`config.mk`:
```
export PLATFORM = sky130hd
export DESIGN_NAME = display_driver_i2c_write_slave
export DESIGN_NICKNAME = d
export VERILOG_FILES = /design/src/pkg/disp_i2c_pkg.sv /design/src/display_driver_i2c_write_slave.sv
export SDC_FILE = /design/constraint.sdc
export NUM_CORES = 1
export LEC_CHECK = 0
export BUFFER_PORTS_ARGS = -buffer_cell sky130_fd_sc_hd__buf_4
export CAP_MARGIN = 5
export CELL_PAD_IN_SITES_DETAIL_PLACEMENT = 1
export CELL_PAD_IN_SITES_GLOBAL_PLACEMENT = 1
export CORE_MARGIN = 1
export CORE_UTILIZATION = 30
export DETAILED_ROUTE_END_ITERATION = 7
export GPL_ROUTABILITY_DRIVEN = 0
export PLACE_DENSITY = 0.63
export SYNTH_ARGS = -nofsm -noshare
export SYNTH_HDL_FRONTEND = slang
export SYNTH_SLANG_ARGS = --single-unit
```
`constraint.sdc`:
```
create_clock -name clk_i -period 5.6 [get_ports clk_i]
set_clock_uncertainty 0.05 [all_clocks]
set_input_delay 0.56 -clock clk_i [delete_from_list [all_inputs] [get_ports clk_i]]
set_output_delay 0.56 -clock clk_i [all_outputs]
set_load 0.005 [all_outputs]
```
`src/pkg/disp_i2c_pkg.sv`:
```
// constants and types shared by the display driver serial write slave
`default_nettype none
package disp_i2c_pkg;

    // ---------------------------------------------------------------
    // slave address and byte layout
    // ---------------------------------------------------------------
    localparam logic [5:0] ADDR_UPPER = 6'h1e;  // upper six address bits, 011110
    localparam logic RW_WRITE = 1'b0;
    localparam int RW_BIT = 0;
    localparam int CONT_BIT = 7;                // continuation_flag
    localparam int RAM_SEL_BIT = 6;             // ram_select_flag, control_bit_six
    localparam logic [3:0] BITS_PER_BYTE = 4'h8;
    localparam logic [3:0] BIT_CNT_RESET = 4'h0;

    // ---------------------------------------------------------------
    // display data pointer
    // ---------------------------------------------------------------
    localparam int PTR_W = 11;
    localparam logic [PTR_W-1:0] PTR_RESET = 11'h000;
    localparam logic [PTR_W-1:0] PTR_STEP = 11'h001;
    localparam logic [7:0] BYTE_RESET = 8'h00;

    // ---------------------------------------------------------------
    // state encodings
    // ---------------------------------------------------------------
    typedef enum logic [1:0] {
        ST_IDLE = 2'b00,
        ST_RECV = 2'b01,
        ST_ACK = 2'b10,
        ST_IGNORE = 2'b11
    } link_state_t;

    typedef enum logic [1:0] {
        K_ADDR = 2'b00,
        K_CTRL = 2'b01,
        K_DATA = 2'b10
    } byte_kind_t;

    // ---------------------------------------------------------------
    // carriers toward display RAM and command decoder
    // ---------------------------------------------------------------
    typedef struct packed {
        logic we;
        logic [PTR_W-1:0] addr;
        logic [7:0] data;
    } ram_wr_t;

    typedef struct packed {
        logic valid;
        logic [7:0] data;
    } cmd_t;

endpackage
`default_nettype wire

```
`src/display_driver_i2c_write_slave.sv`:
```
// write-only two-wire serial slave with control byte decoder for a display driver
`timescale 1ns/10ps
`default_nettype none
module display_driver_i2c_write_slave
    import disp_i2c_pkg::*;
(
    // clock and reset
    input wire logic clk_i,
    input wire logic rst_n_i,

    // serial bus pins, open drain data
    input wire logic scl_i,
    input wire logic sda_i,
    output logic sda_o,
    output logic sda_oe_n_o,

    // static strap
    input wire logic address_select_input_i,

    // pointer load from the command decoder, same clock
    input wire logic ptr_load_i,
    input wire logic [PTR_W-1:0] ptr_value_i,

    // display RAM write port
    output logic ram_we_o,
    output logic [PTR_W-1:0] ram_addr_o,
    output logic [7:0] ram_wdata_o,

    // command decoder port
    output logic cmd_valid_o,
    output logic [7:0] cmd_data_o,

    // status
    output logic addressed_o,
    output logic [PTR_W-1:0] data_ptr_o
);

    // ---------------------------------------------------------------
    // state record
    // ---------------------------------------------------------------
    typedef struct packed {
        logic scl_prev;
        logic sda_prev;
        link_state_t state;
        byte_kind_t kind;
        logic [3:0] bit_cnt;
        logic [7:0] shift;
        logic cont;
        logic ram_sel;
        logic drive_low;
        logic addressed;
        logic [PTR_W-1:0] ptr;
        ram_wr_t ram;
        cmd_t cmd;
    } slave_state_t;

    slave_state_t s_q;
    slave_state_t s_d;

    // ---------------------------------------------------------------
    // pin conditioning and bus events
    // ---------------------------------------------------------------
    logic scl;
    logic sda;
    logic start_seen;
    logic stop_seen;
    logic scl_rise;
    logic scl_fall;
    logic [7:0] rx_byte;
    logic addr_match;

    // only the second stage of each synchroniser is used from here on
    // both pins idle high, so the stages reset high and no false edge follows reset
    disp_pin_sync #(
        .IDLE_LEVEL(1'b1)
    ) scl_sync_inst (
        .clk_i(clk_i),
        .rst_n_i(rst_n_i),
        .pin_i(scl_i),
        .level_o(scl)
    );

    disp_pin_sync #(
        .IDLE_LEVEL(1'b1)
    ) sda_sync_inst (
        .clk_i(clk_i),
        .rst_n_i(rst_n_i),
        .pin_i(sda_i),
        .level_o(sda)
    );

    assign start_seen = scl && s_q.scl_prev && s_q.sda_prev && !sda;
    assign stop_seen = scl && s_q.scl_prev && !s_q.sda_prev && sda;
    assign scl_rise = scl && !s_q.scl_prev;
    assign scl_fall = !scl && s_q.scl_prev;
    assign rx_byte = s_q.shift;

    // strap is static, so reading it straight into the compare is safe
    assign addr_match = (rx_byte[7:2] == ADDR_UPPER) &&
                        (rx_byte[1] == address_select_input_i) &&
                        (rx_byte[RW_BIT] == RW_WRITE);

    // ---------------------------------------------------------------
    // next state
    // ---------------------------------------------------------------
    always_comb begin
        s_d = s_q;
        s_d.scl_prev = scl;
        s_d.sda_prev = sda;
        s_d.ram.we = 1'b0;
        s_d.cmd.valid = 1'b0;

        if (start_seen) begin
            // repeated start drops the message but keeps the pointer
            s_d.state = ST_RECV;
            s_d.kind = K_ADDR;
            s_d.bit_cnt = BIT_CNT_RESET;
            s_d.drive_low = 1'b0;
            s_d.addressed = 1'b0;
        end else if (stop_seen) begin
            s_d.state = ST_IDLE;
            s_d.drive_low = 1'b0;
            s_d.addressed = 1'b0;
        end else begin
            case (s_q.state)
                ST_IDLE: begin
                    s_d.drive_low = 1'b0;
                end
                ST_RECV: begin
                    if (scl_rise && s_q.bit_cnt < BITS_PER_BYTE) begin
                        s_d.shift = {s_q.shift[6:0], sda};
                        s_d.bit_cnt = s_q.bit_cnt + 4'h1;
                    end else if (scl_fall && s_q.bit_cnt == BITS_PER_BYTE) begin
                        case (s_q.kind)
                            K_ADDR: begin
                                if (addr_match) begin
                                    s_d.state = ST_ACK;
                                    s_d.drive_low = 1'b1;
                                    s_d.addressed = 1'b1;
                                    s_d.kind = K_CTRL;
                                end else begin
                                    s_d.state = ST_IGNORE;
                                end
                            end
                            K_CTRL: begin
                                s_d.cont = rx_byte[CONT_BIT];
                                s_d.ram_sel = rx_byte[RAM_SEL_BIT];
                                s_d.kind = K_DATA;
                                s_d.state = ST_ACK;
                                s_d.drive_low = 1'b1;
                            end
                            K_DATA: begin
                                if (s_q.ram_sel) begin
                                    s_d.ram.we = 1'b1;
                                    s_d.ram.addr = s_q.ptr;
                                    s_d.ram.data = rx_byte;
                                    s_d.ptr = s_q.ptr + PTR_STEP;
                                end else begin
                                    s_d.cmd.valid = 1'b1;
                                    s_d.cmd.data = rx_byte;
                                end
                                // stream mode stays on data until the message ends
                                s_d.kind = s_q.cont ? K_CTRL : K_DATA;
                                s_d.state = ST_ACK;
                                s_d.drive_low = 1'b1;
                            end
                            default: begin
                                s_d.state = ST_IGNORE;
                            end
                        endcase
                    end
                end
                ST_ACK: begin
                    // hold the line low through the whole ninth clock
                    if (scl_fall) begin
                        s_d.drive_low = 1'b0;
                        s_d.bit_cnt = BIT_CNT_RESET;
                        s_d.shift = BYTE_RESET;
                        s_d.state = ST_RECV;
                    end
                end
                ST_IGNORE: begin
                    s_d.drive_low = 1'b0;
                end
                default: begin
                    s_d.state = ST_IDLE;
                    s_d.drive_low = 1'b0;
                end
            endcase
        end

        // decoder write to the pointer loses to an advance in the same cycle
        if (ptr_load_i && !(s_d.ram.we)) begin
            s_d.ptr = ptr_value_i;
        end
    end

    // ---------------------------------------------------------------
    // state register
    // ---------------------------------------------------------------
    always_ff @(posedge clk_i or negedge rst_n_i) begin
        if (!rst_n_i) begin
            s_q.scl_prev <= 1'b1;
            s_q.sda_prev <= 1'b1;
            s_q.state <= ST_IDLE;
            s_q.kind <= K_ADDR;
            s_q.bit_cnt <= BIT_CNT_RESET;
            s_q.shift <= BYTE_RESET;
            s_q.cont <= 1'b0;
            s_q.ram_sel <= 1'b0;
            s_q.drive_low <= 1'b0;
            s_q.addressed <= 1'b0;
            s_q.ptr <= PTR_RESET;
            s_q.ram <= '0;
            s_q.cmd <= '0;
        end else begin
            s_q <= s_d;
        end
    end

    // ---------------------------------------------------------------
    // outputs, all but the tied-low sda_o straight from the state register
    // ---------------------------------------------------------------
    // the pin is only ever pulled low; the high level comes from the pull-up
    assign sda_o = 1'b0;
    assign sda_oe_n_o = !s_q.drive_low;
    assign ram_we_o = s_q.ram.we;
    assign ram_addr_o = s_q.ram.addr;
    assign ram_wdata_o = s_q.ram.data;
    assign cmd_valid_o = s_q.cmd.valid;
    assign cmd_data_o = s_q.cmd.data;
    assign addressed_o = s_q.addressed;
    assign data_ptr_o = s_q.ptr;

endmodule

// ---------------------------------------------------------------
// two flop synchroniser for one bus pin
// ---------------------------------------------------------------
// no glitch filter: a spike longer than one clock is seen as a real level
module disp_pin_sync
    import disp_i2c_pkg::*;
#(
    parameter logic IDLE_LEVEL = 1'b1
) (
    // clock and reset
    input wire logic clk_i,
    input wire logic rst_n_i,

    // raw pin and its synchronised level
    input wire logic pin_i,
    output logic level_o
);

    typedef struct packed {
        logic [1:0] stages;
    } sync_state_t;

    sync_state_t s_q;
    sync_state_t s_d;

    // the first stage feeds nothing but the second
    always_comb begin
        s_d = s_q;
        s_d.stages = {s_q.stages[0], pin_i};
    end

    always_ff @(posedge clk_i or negedge rst_n_i) begin
        if (!rst_n_i) begin
            s_q.stages <= {2{IDLE_LEVEL}};
        end else begin
            s_q <= s_d;
        end
    end

    assign level_o = s_q.stages[1];

endmodule
`default_nettype wire

```
==> results of run 1 <==
==> final timing paths <==
path | end | slack, ns | depth (start not counted)
max reg2reg | data_ptr_o[9] | 3.15 | 6
max in group asynchronous | cmd_data_o[7] | 4.69 | 1
max | data_ptr_o[9] | 3.15 | 6
min in group clk_i | scl_sync_inst.s_q[0] | 0.26 | 1
min | data_ptr_o[7] | 0.26 | 1
min reg2reg | sda_sync_inst.s_q[1] | 0.31 | 0
==> cells by family after synthesis <==
group,Yosys count,synth area share
xor gates and xnor gates,2,0.00527
DFF,66,0.499
adders and majority gates,8,0.0301
and+or+nand+nor,112,0.174
other,1,0.00113
AOI/OAI and AO/OA,55,0.122
buffers and inverters,66,0.122
muxes,14,0.0463
==> worst reg2reg max path, delay by kind of cell (launching register included) <==
| kind | cells | cell delay [ns] |
|---|---|---|
| flops | 1 | 0.40 |
| simple gates | 4 | 1.57 |
| fa+ha+maj | 1 | 0.26 |
| buf+inv | 1 | 0.11 |
==> per-layer routing <==
| metal | wire length [um] | vias up | GRT usage |
|---|---|---|---|
| met2 | 3480 | 49 | 0.222 |
| met3 | 349 | 11 | 0.0400 |
| met4 | 126 | 0 | 0.0597 |
| met5 | 0 | - | 0 |
| met1 | 3590 | 1171 | 0.190 |
| li1 | - | 1130 | - |
==> registers in the layout (all words and copies together), names as in the netlist, 2 cells and up <==
signal	cells
s_q	13
data_ptr_o	11
ram_addr_o	11
cmd_data_o	8
ram_wdata_o	8
rx_byte	8
scl_sync_inst.s_q	2
sda_sync_inst.s_q	2
==> power by group through the flow <==
stage | Sequential (mW) | Combinational, mW | Clock, mW
floorplan | 0.587 | 0.234 | 0
global placement | 0.610 | 0.299 | 0
detailed placement | 0.613 | 0.305 | 0
CTS | 0.604 | 0.308 | 0.414
global route | 0.614 | 0.346 | 0.436
finish | 0.604 | 0.306 | 0.398
==> final cells by class <==
cell class,count,share of cell area
clock buffer,9,0.0327
clock inverter,7,0.0181
inverter,17,0.0168
multi-input combinational,192,0.332
sequential,66,0.437
tap,140,0.0462
timing repair buffer,59,0.117
==> cell usage in the layout (no fill, tap or decap), types with 2 or more instances in the layout <==
cell type	count
a31oi_1	3
buf_4	59
clkinv_2	3
and4b_1	3
nand4b_1	2
xor2_1	2
a22oi_1	3
nand4_1	3
nand2b_1	2
clkbuf_8	9
nor2_1	7
and4_1	2
o22a_1	3
o221a_2	3
and3_1	3
a211oi_1	3
or3_1	3
dfstp_2	6
nor3_1	3
mux2_2	11
ha_1	8
a22o_1	9
dfrtp_1	60
nand3_1	12
a21oi_1	11
clkinvlp_4	2
inv_1	17
nand2_1	61
o21ai_0	8
nor3_2	2
mux2i_1	3
==> results by group, run 1 <==
Setup path
  • Worst path required time: a little under 6 ns
  • CP Max Fanout: 29
  • Critical path class: reg2reg
  • Crit. End Element: flop
  • Crit path launch: s_q[56]
  • Worst path slowest cell: nand2_1
  • Type of origin of the critical path: flop
  • Crit path buffers/inverters: 1
  • Worst path max stage delay: 0.60 ns
  • Arrival time at the worst endpoint: 2.68 ns
  • Reg-to-reg startpoint: s_q[56]
  • Cell chain of the critical path: inv_1 -> ha_1 -> and4b_1 -> nand2_1 -> or3_1 -> nand3_1
  • CP delay by family, top: simple AND/OR/NAND/NOR gates

Synthesis
  • Syn. warnings: 0
  • Cell variety after synth: 53
  • Post-synth EDFFs: 0
  • Asr flop ratio synth: 1.00
  • Ranking of synthesized cells by area: dfrtp_1 (45%), buf_4 (9.0%), nand2_1 (6.9%)
  • Cell count after synthesis: about 320
  • Yosys top cell by area: dfrtp_1
  • Mean Syn Cell Area: 10.3 um^2
  • Synth top area share: 0.452
  • Commonest cells post-synth: nand2_1 (61), dfrtp_1 (60), buf_4 (40)
  • Synthesized area: about 3300 um^2
  • Top-count cell post-synth: nand2_1
  • Yosys reg bits: between 60 and 70
  • Main synth FF type: dfrtp_1
  • Syn nets: 349
  • Register area share after synthesis: 0.499

Placed design
  • DP HPWL: 5.28 mm
  • IO Port Bufs: 58
  • Placed Cells: 474
  • Placement Cell Area: 3600 um^2
  • Dpl ws: 3.13 ns

CTS
  • CTS clock-pin slew for the worst setup and hold paths: around 0.080 ns
  • Post CTS Setup Buffer Count: 0
  • Post-CTS Resized: 0
  • Cts hold-fix bufs: 0
  • Longest Clk Path Bufs: 2
  • Num CTS Buffers: 9
  • Root Buffer: clkbuf_8
  • CTS tree: done
  • Clk_lat worst skew: 0.35 ns
  • H-tree Lvls: 3
  • Num Clock Sinks: 66

STA
  • RSZ-0062 raised after global routing: no
  • Setup Viol. Count Final: 0
  • Fmax: 0.408 GHz
  • Fin. Hold Viols: 0
  • Slew margin rel.: 0.339
  • Final Critical Period: 2.45 ns
  • Count of final max-slew check failures: 0
  • Setup_tns: 0 ns
  • Worst Slack Setup Final: 3.15 ns
  • Hold slack: 0.264 ns
  • Tcrit/Tclk final: 0.437
  • Measured slew at the worst slew-check pin: 0.989 ns

Layout
  • ANT cells: 0
  • Layout net count: 370
  • Share of cells above drive strength 1: 0.294
  • FF+latch area: 1660 um^2
  • Layout area overhead: 14.2%
  • Cell area after layout: 3790 um^2
  • Post-Route Utilization: 0.351
  • Area of the multi-input gates: roughly 1300 um^2
  • Final std cells w/o fill: 490
  • Fillers: 1205

Pwr
  • Sw frac: 0.331
  • Reg power frac: 0.462
  • Switching pwr: 433 uW
  • Int Pwr: 875 uW
  • Clock share of power: 0.304
  • Tot Pwr: 1.31 mW
  • Peak supply drop: about 0.00012 V
  • Combinational fraction of design power: 0.234
  • Leak Pwr: 1.87 nW
  • Power Dens Cells: 345 nW/um^2

Floorplan
  • Die height: around 110 um
  • DIE AREA: approximately 12000 um^2
  • Die X-Extent: between 100 and 150 um
  • Num ports: 60
  • Initial Utilization: 0.308
  • Total core area: between 10000 and 15000 um^2
  • FP Rows: 38

Detailed routing
  • DRT Wirelength: 7.54 mm
  • Initial DRC count: ~120
  • First drt pass iteration count: 4
  • Antenna-violating nets left: 0
  • Vias/cell: 4.82
  • Detailed-route DRC error count: 0
  • Vias: 2361
  • WL/cell: 15.4 um

Global route
  • Initial antenna violation count: 0
  • First-pass GRT wire length: 12.7 mm
  • Grt total ovfl: 0
  • Total track usage: 0.144
  • Pin count of the biggest net entering global routing: 67
  • Vias in the first global route: 2463

Job
  • MaxCap Viol Count: 0

Run status
  • Status: complete, no violations

Worst hold path
  • Hold Path Class: in2async
Power figures use the tool's default switching activity.
==> run 2: changes to the inputs <==
--- a/config.mk
+++ b/config.mk
@@ -5,6 +5,7 @@
 export SDC_FILE = /design/constraint.sdc
 export NUM_CORES = 1
 export LEC_CHECK = 0
+export ABC_AREA = 1
 export BUFFER_PORTS_ARGS = -buffer_cell sky130_fd_sc_hd__buf_4
 export CAP_MARGIN = 5
 export CELL_PAD_IN_SITES_DETAIL_PLACEMENT = 1
@@ -13,7 +14,7 @@
 export CORE_UTILIZATION = 30
 export DETAILED_ROUTE_END_ITERATION = 7
 export GPL_ROUTABILITY_DRIVEN = 0
-export PLACE_DENSITY = 0.63
+export PLACE_DENSITY = 0.67
 export SYNTH_ARGS = -nofsm -noshare
 export SYNTH_HDL_FRONTEND = slang
 export SYNTH_SLANG_ARGS = --single-unit
==> constraint.sdc (replaced) <==
create_clock -name clk_i -period 2.1 [get_ports clk_i]
set_clock_uncertainty 0.05 [all_clocks]
set_input_delay 0.21 -clock clk_i [delete_from_list [all_inputs] [get_ports clk_i]]
set_output_delay 0.21 -clock clk_i [all_outputs]
set_load 0.005 [all_outputs]
==> run 2 against run 1 <==
Compared with the run above:
- via count grew 14%
- non-clock buffer count increased by 7
- power increased to 3.2 times the previous value
- final area grew 9.6%
- first-iteration DRC count is 44% lower
- critical path depth rose by 2
- die area is 4.5% higher
- largest cell class unchanged
- highest routed layer unchanged
==> results by group, run 2 <==
Synthesis
  • Top-count cell post-synth: nand2_1
  • Post-synth EDFFs: 0
  • Main synth FF type: dfrtp_1
  • Yosys reg bits: 66
  • Synthesized area: 3480 um^2
  • Synth top area share: 0.432
  • Ranking of synthesized cells by area: dfrtp_1 (43%), nand2_1 (13%), buf_4 (8.4%)
  • Syn nets: 437
  • Mean Syn Cell Area: 8.44 um^2
  • Register area share after synthesis: 0.477
  • Syn. warnings: 0
  • Asr flop ratio synth: 1.00
  • Cell count after synthesis: ~410
  • Commonest cells post-synth: nand2_1 (116), dfrtp_1 (60), inv_1 (45)
  • Cell variety after synth: 33
  • Yosys top cell by area: dfrtp_1

Global route
  • Grt total ovfl: 0
  • Pin count of the biggest net entering global routing: 43
  • First-pass GRT wire length: 13.6 mm
  • Initial antenna violation count: 0
  • Total track usage: 0.150
  • Vias in the first global route: 2782

Setup path
  • Cell chain of the critical path: inv_1 -> ha_1 -> buf_4 -> nand3_2 -> nand2_1 -> inv_2 -> nand2_1 -> o211ai_2
  • CP delay by family, top: buffers and inverters
  • Critical path class: reg2reg
  • Crit. End Element: flop
  • Crit path buffers/inverters: 3
  • Worst path slowest cell: dfrtp_1
  • Worst path required time: 2.26 ns
  • CP Max Fanout: 10
  • Type of origin of the critical path: flop
  • Worst path max stage delay: 0.39 ns
  • Arrival time at the worst endpoint: 2.00 ns
  • Cell mode on critical path: nand2_1

CTS
  • Longest Clk Path Bufs: 2
  • CTS tree: done
  • Root Buffer: clkbuf_16
  • Post-CTS Resized: 0
  • Num Clock Sinks: 66
  • H-tree Lvls: 3
  • Clk_lat worst skew: 0.33 ns
  • Num CTS Buffers: 9
  • CTS clock-pin slew for the worst setup and hold paths: 0.06 ns

Detailed routing
  • WL/cell: 13.8 um
  • First drt pass iteration count: 4
  • Antenna-violating nets left: 0
  • Initial DRC count: 64
  • Detailed-route DRC error count: 0
  • Vias/cell: 4.59
  • DRT Wirelength: 8.13 mm
  • Vias: 2701

STA
  • Hold slack: approximately 0.042 ns
  • RSZ-0062 raised after global routing: no
  • Count of final max-slew check failures: 0
  • Final Critical Period: 1.84 ns
  • Measured slew at the worst slew-check pin: 0.590 ns
  • Slew margin rel.: 0.607
  • Setup_tns: 0 ns
  • Worst Slack Setup Final: 0.263 ns
  • Setup Viol. Count Final: 0
  • Tcrit/Tclk final: 0.875
  • Fmax: 0.544 GHz
  • Fin. Hold Viols: 0

Placed design
  • Dpl ws: 0.259 ns
  • IO Port Bufs: 58
  • DP HPWL: 5.93 mm

Pwr
  • Reg power frac: 0.373
  • Sw frac: 0.329
  • Power Dens Cells: a little over 1000 nW/um^2
  • Clock share of power: 0.391
  • Leak Pwr: 2.14 nW
  • Combinational fraction of design power: 0.236
  • Switching pwr: 1.38 mW
  • Peak supply drop: 0.000393 V
  • Int Pwr: 2.83 mW

Layout
  • Largest reg by FF count: s_q
  • Layout area overhead: 19.6%
  • Max FFs per register: 13
  • Layout net count: approximately 470
  • Fillers: about 1300
  • Post-Route Utilization: 0.375
  • Most common cell after layout, fill and taps aside: nand2_1
  • Commonest cells after routing, fill and taps aside: nand2_1 (116), buf_4 (62), dfrtp_1 (60), inv_1 (45), nand3_1 (32)
  • ANT cells: 0
  • FF+latch area: 1660 um^2
  • Area of the multi-input gates: 1290 um^2
  • Share of cells above drive strength 1: 0.247

Floorplan
  • Total core area: about 11000 um^2
  • Die height: 110 um
  • Num ports: 60
  • Initial Utilization: 0.314
  • FP Rows: 38
  • DIE AREA: approximately 12000 um^2
  • Die X-Extent: 110 um

Worst hold path
  • Hold Path Class: in2reg

Job
  • MaxCap Viol Count: 0

Run status
  • Status: complete, no violations
run 2: cell count changes after synthesis, sizes merged, moves of 11 or more:
cell,previous run,this run
inv,17,49
nand2,61,119
a21oi,12,1
nand3,12,36
o21ai,8,45
mux2,11,0
nor2,7,18
run 2: path summary, 6_finish.rpt:
check	cells past startpoint	from	slack, ns	end
hold reg to reg	0	sda_sync_inst.s_q[0]	0.31	sda_sync_inst.s_q[1]
setup reg to reg	8	s_q[59]	0.26	data_ptr_o[4]
min in group asynchronous	2	rst_n_i	0.37	s_q[55]
setup / recovery	8	s_q[59]	0.26	data_ptr_o[4]
hold / removal	3	ptr_value_i[7]	0.04	data_ptr_o[7]
max in group asynchronous	3	rst_n_i	1.09	ram_wdata_o[3]
run 2: logic make-up (layout without fill, tap and decap cells):
| logic type | Yosys count | after routing | share of synthesized area |
|---|---|---|---|
| and+or+nand+nor | 189 | 189 | 0.249 |
| buffers and inverters | 95 | 132 | 0.151 |
| DFF | 66 | 66 | 0.477 |
| AOI/OAI and AO/OA | 50 | 50 | 0.0850 |
| adders and majority gates | 8 | 8 | 0.0288 |
| xor gates and xnor gates | 3 | 3 | 0.00756 |
| other | 1 | 1 | 0.00108 |
run 2: final cells by class:
| class | instances | area share |
|---|---|---|
| Sequential cell | 66 | 0.399 |
| Multi-Input combinational cell | 251 | 0.311 |
| Timing Repair Buffer | 66 | 0.124 |
| Clock buffer | 9 | 0.0542 |
| Inverter | 50 | 0.0455 |
| Tap cell | 140 | 0.0421 |
| Clock inverter | 7 | 0.0241 |
run 2: per-layer routing:
layer | wire length [um] | track usage
met5 | 0 | 0
met4 | 78 | 0.0486
met3 | 283 | 0.0403
met2 | 3960 | 0.243
met1 | 3800 | 0.193
run 2: worst min-delay path: stages:
cell and delay [ns]:
buf_4 0.08, nand2_1 0.04, nand3_1 0.06
run 2: timing repair:
item | in CTS | in global routing
setup buffers | 0 | 0
endpoints found under the hold margin | 37 | 0
hold buffers | 3 | 0
run 2: power groups by stage:
stage	clock network, mW	logic (mW)	registers, mW
finish	1.64	0.995	1.57
global route	1.74	1.14	1.59
CTS	1.69	1.02	1.57
detailed placement	0	1.00	1.59
global placement	0	0.975	1.58
floorplan	0	0.743	1.55
run 2: per-stage QoR:
| step | area (um^2) | total power, mW | std cells |
|---|---|---|---|
| 6_report | 4160 | 4.21 | 589 |
| 3_5_place_dp | 3800 | 2.59 | 570 |
| 3_3_place_gp | 3800 | 2.56 | 570 |
| 4_1_cts | 4160 | 4.28 | 589 |
| 5_1_grt | 4160 | 4.47 | 589 |
| 2_1_floorplan | 3480 | 2.30 | 412 |
==> run 3: changes to the inputs <==
--- a/config.mk
+++ b/config.mk
@@ -14,7 +14,7 @@
 export CORE_UTILIZATION = 30
 export DETAILED_ROUTE_END_ITERATION = 7
 export GPL_ROUTABILITY_DRIVEN = 0
-export PLACE_DENSITY = 0.67
+export PLACE_DENSITY = 0.64
 export SYNTH_ARGS = -nofsm -noshare
 export SYNTH_HDL_FRONTEND = slang
 export SYNTH_SLANG_ARGS = --single-unit
==> constraint.sdc (replaced) <==
create_clock -name clk_i -period 2.2 [get_ports clk_i]
set_clock_uncertainty 0.05 [all_clocks]
set_input_delay 0.22 -clock clk_i [delete_from_list [all_inputs] [get_ports clk_i]]
set_output_delay 0.22 -clock clk_i [all_outputs]
set_load 0.005 [all_outputs]
==> run 3 against run 2 <==
Compared with the run above:
- utilization up 0.37 points
- combinational power fell by 3.7%
- fmax is 6.1% lower
==> results by group, run 3 (synthesis gave the netlist of run 2 again) <==
Layout
  • ANT cells: 0
  • Max FFs per register: 13
  • Fillers: between 1000 and 1500
  • Most common cell after layout, fill and taps aside: nand2_1
  • Share of cells above drive strength 1: 0.247
  • Layout net count: 469
  • Largest reg by FF count: s_q
  • Commonest cells after routing, fill and taps aside: nand2_1 (116), buf_4 (62), dfrtp_1 (60), inv_1 (45), nand3_1 (32)
  • Layout area overhead: 20.8%

Global route
  • Pin count of the biggest net entering global routing: 40
  • Vias in the first global route: ~3000
  • Grt total ovfl: 0
  • Initial antenna violation count: 0
  • Total track usage: 0.153
  • First-pass GRT wire length: between 10 and 15 mm

Setup path
  • Critical path class: reg2reg
  • Worst path slowest cell: dfrtp_1
  • Cell chain of the critical path: inv_1 -> ha_1 -> nand2_1 -> inv_1 -> nand4_4 -> buf_4 -> nand2_1 -> o21ai_1
  • Crit. End Element: flop
  • Arrival time at the worst endpoint: 2.12 ns
  • Reg2reg setup slack: 0.24 ns
  • CP Max Fanout: 20
  • Type of origin of the critical path: flop
  • Worst path max stage delay: 0.38 ns
  • Worst path required time: 2.37 ns

Floorplan
  • Die X-Extent: 110 um
  • FP Rows: 38
  • Num ports: 60
  • Total core area: 11100 um^2
  • Initial Utilization: 0.314
  • DIE AREA: 12000 um^2
  • Die height: around 110 um

CTS
  • Root Buffer: clkbuf_16
  • CTS tree: done
  • Cts hold-fix bufs: 3
  • Post CTS Setup Buffer Count: 0
  • Clk_lat worst skew: 0.33 ns
  • CTS clock-pin slew for the worst setup and hold paths: around 0.06 ns
  • Longest Clk Path Bufs: 2
  • Num Clock Sinks: 66
  • Post-CTS Resized: 0
  • Num CTS Buffers: 9
  • H-tree Lvls: 3

Run status
  • Status: complete, no violations

Detailed routing
  • DRT Wirelength: between 8 and 9 mm
  • Initial DRC count: 76
  • Vias/cell: 4.55
  • First drt pass iteration count: 4
  • Antenna-violating nets left: 0
  • Vias: 2680
  • WL/cell: 14.2 um
  • Detailed-route DRC error count: 0

Pwr
  • Switching pwr: ~1.3 mW
  • Power Dens Cells: between 1000 and 1500 nW/um^2
  • Peak supply drop: 0.000372 V
  • Tot Pwr: between 4 and 5 mW
  • Leak Pwr: 2.15 nW
  • Int Pwr: 2.91 mW
  • Sw frac: 0.310
  • Combinational fraction of design power: 0.227
  • Reg power frac: 0.355
  • Clock share of power: 0.418

STA
  • Final Critical Period: 1.96 ns
  • Count of final max-slew check failures: 0
  • Fin. Hold Viols: 0
  • Measured slew at the worst slew-check pin: 0.540 ns
  • Fmax: between 0.5 and 0.6 GHz
  • Tcrit/Tclk final: 0.889
  • RSZ-0062 raised after global routing: no
  • Slew margin rel.: 0.640
  • Setup Viol. Count Final: 0
  • Setup_tns: 0 ns

Job
  • MaxCap Viol Count: 0

Worst hold path
  • Hold Path Class: in2reg

Placed design
  • IO Port Bufs: just under 60
  • DP HPWL: 6.19 mm
[run 3: cell types whose count changed in the layout (fill, tap and decap cells not counted), sizes merged]
cell	previous run	this run
inv	51	49
clkinvlp	0	1
clkinv	4	3
bufinv	2	4
[run 3: worst max-delay path: cells and delay by family, from the launching register on]
family | cells | cell delay (ns)
buf+inv | 3 | 0.58
fa+ha+maj | 1 | 0.30
flops | 1 | 0.38
compound gates | 1 | 0.06
simple gates | 3 | 0.46
[run 3: cell type report]
cell class,instances,area (um^2),share of cell area
inverters,50,189,0.0450
clock inverters,7,141,0.0337
repair buffers,66,515,0.123
multi-input cells,251,1290,0.308
well taps,140,175,0.0417
flip-flops and latches,66,1660,0.395
clock buffers,9,225,0.0537
[run 3: power by group through the flow]
stage / Clock [mW] / Combinational, mW / Sequential [mW]
after CTS: 1.81 / 0.984 / 1.50
after global routing: 1.85 / 1.11 / 1.53
after floorplan: 0 / 0.710 / 1.48
after detailed placement: 0 / 0.970 / 1.52
after global placement: 0 / 0.937 / 1.51
final: 1.77 / 0.958 / 1.50
[run 3: worst paths after layout]
check,startpoint,end,cells past startpoint
setup / recovery,s_q[56],ram_wdata_o[2],8
hold / removal,ptr_value_i[0],data_ptr_o[0],3
setup reg to reg,s_q[56],ram_wdata_o[2],8
hold reg to reg,sda_sync_inst.s_q[0],sda_sync_inst.s_q[1],0
max in group asynchronous,rst_n_i,ram_addr_o[5],3
min in group asynchronous,rst_n_i,cmd_data_o[7],2
[run 3: per-stage QoR]
| step | setup WS [ns] | instances | area (um^2) | hold slack (ns) | utilization |
|---|---|---|---|---|---|
| after floorplan | 0.646 | 412 | 3480 | -0.126 | - |
| after global placement | 0.344 | 570 | 3800 | 0.198 | 0.343 |
| after detailed placement | 0.236 | 570 | 3800 | 0.205 | 0.343 |
| after CTS | 0.223 | 589 | 4200 | 0.0489 | 0.379 |
| after global routing | 0.0350 | 589 | 4200 | 0.0704 | 0.379 |
| final | 0.243 | 589 | 4200 | 0.0510 | 0.379 |
[run 3: metal layers]
| layer | part of all wire | vias up | wire length, um | GRT usage |
|---|---|---|---|---|
| li1 | - | 1332 | - | - |
| met1 | 0.47 | 1305 | 3930 | 0.192 |
| met2 | 0.49 | 35 | 4060 | 0.260 |
| met3 | 0.031 | 8 | 262 | 0.0326 |
| met4 | 0.011 | 0 | 92 | 0.0495 |
| met5 | 0 | - | 0 | 0 |
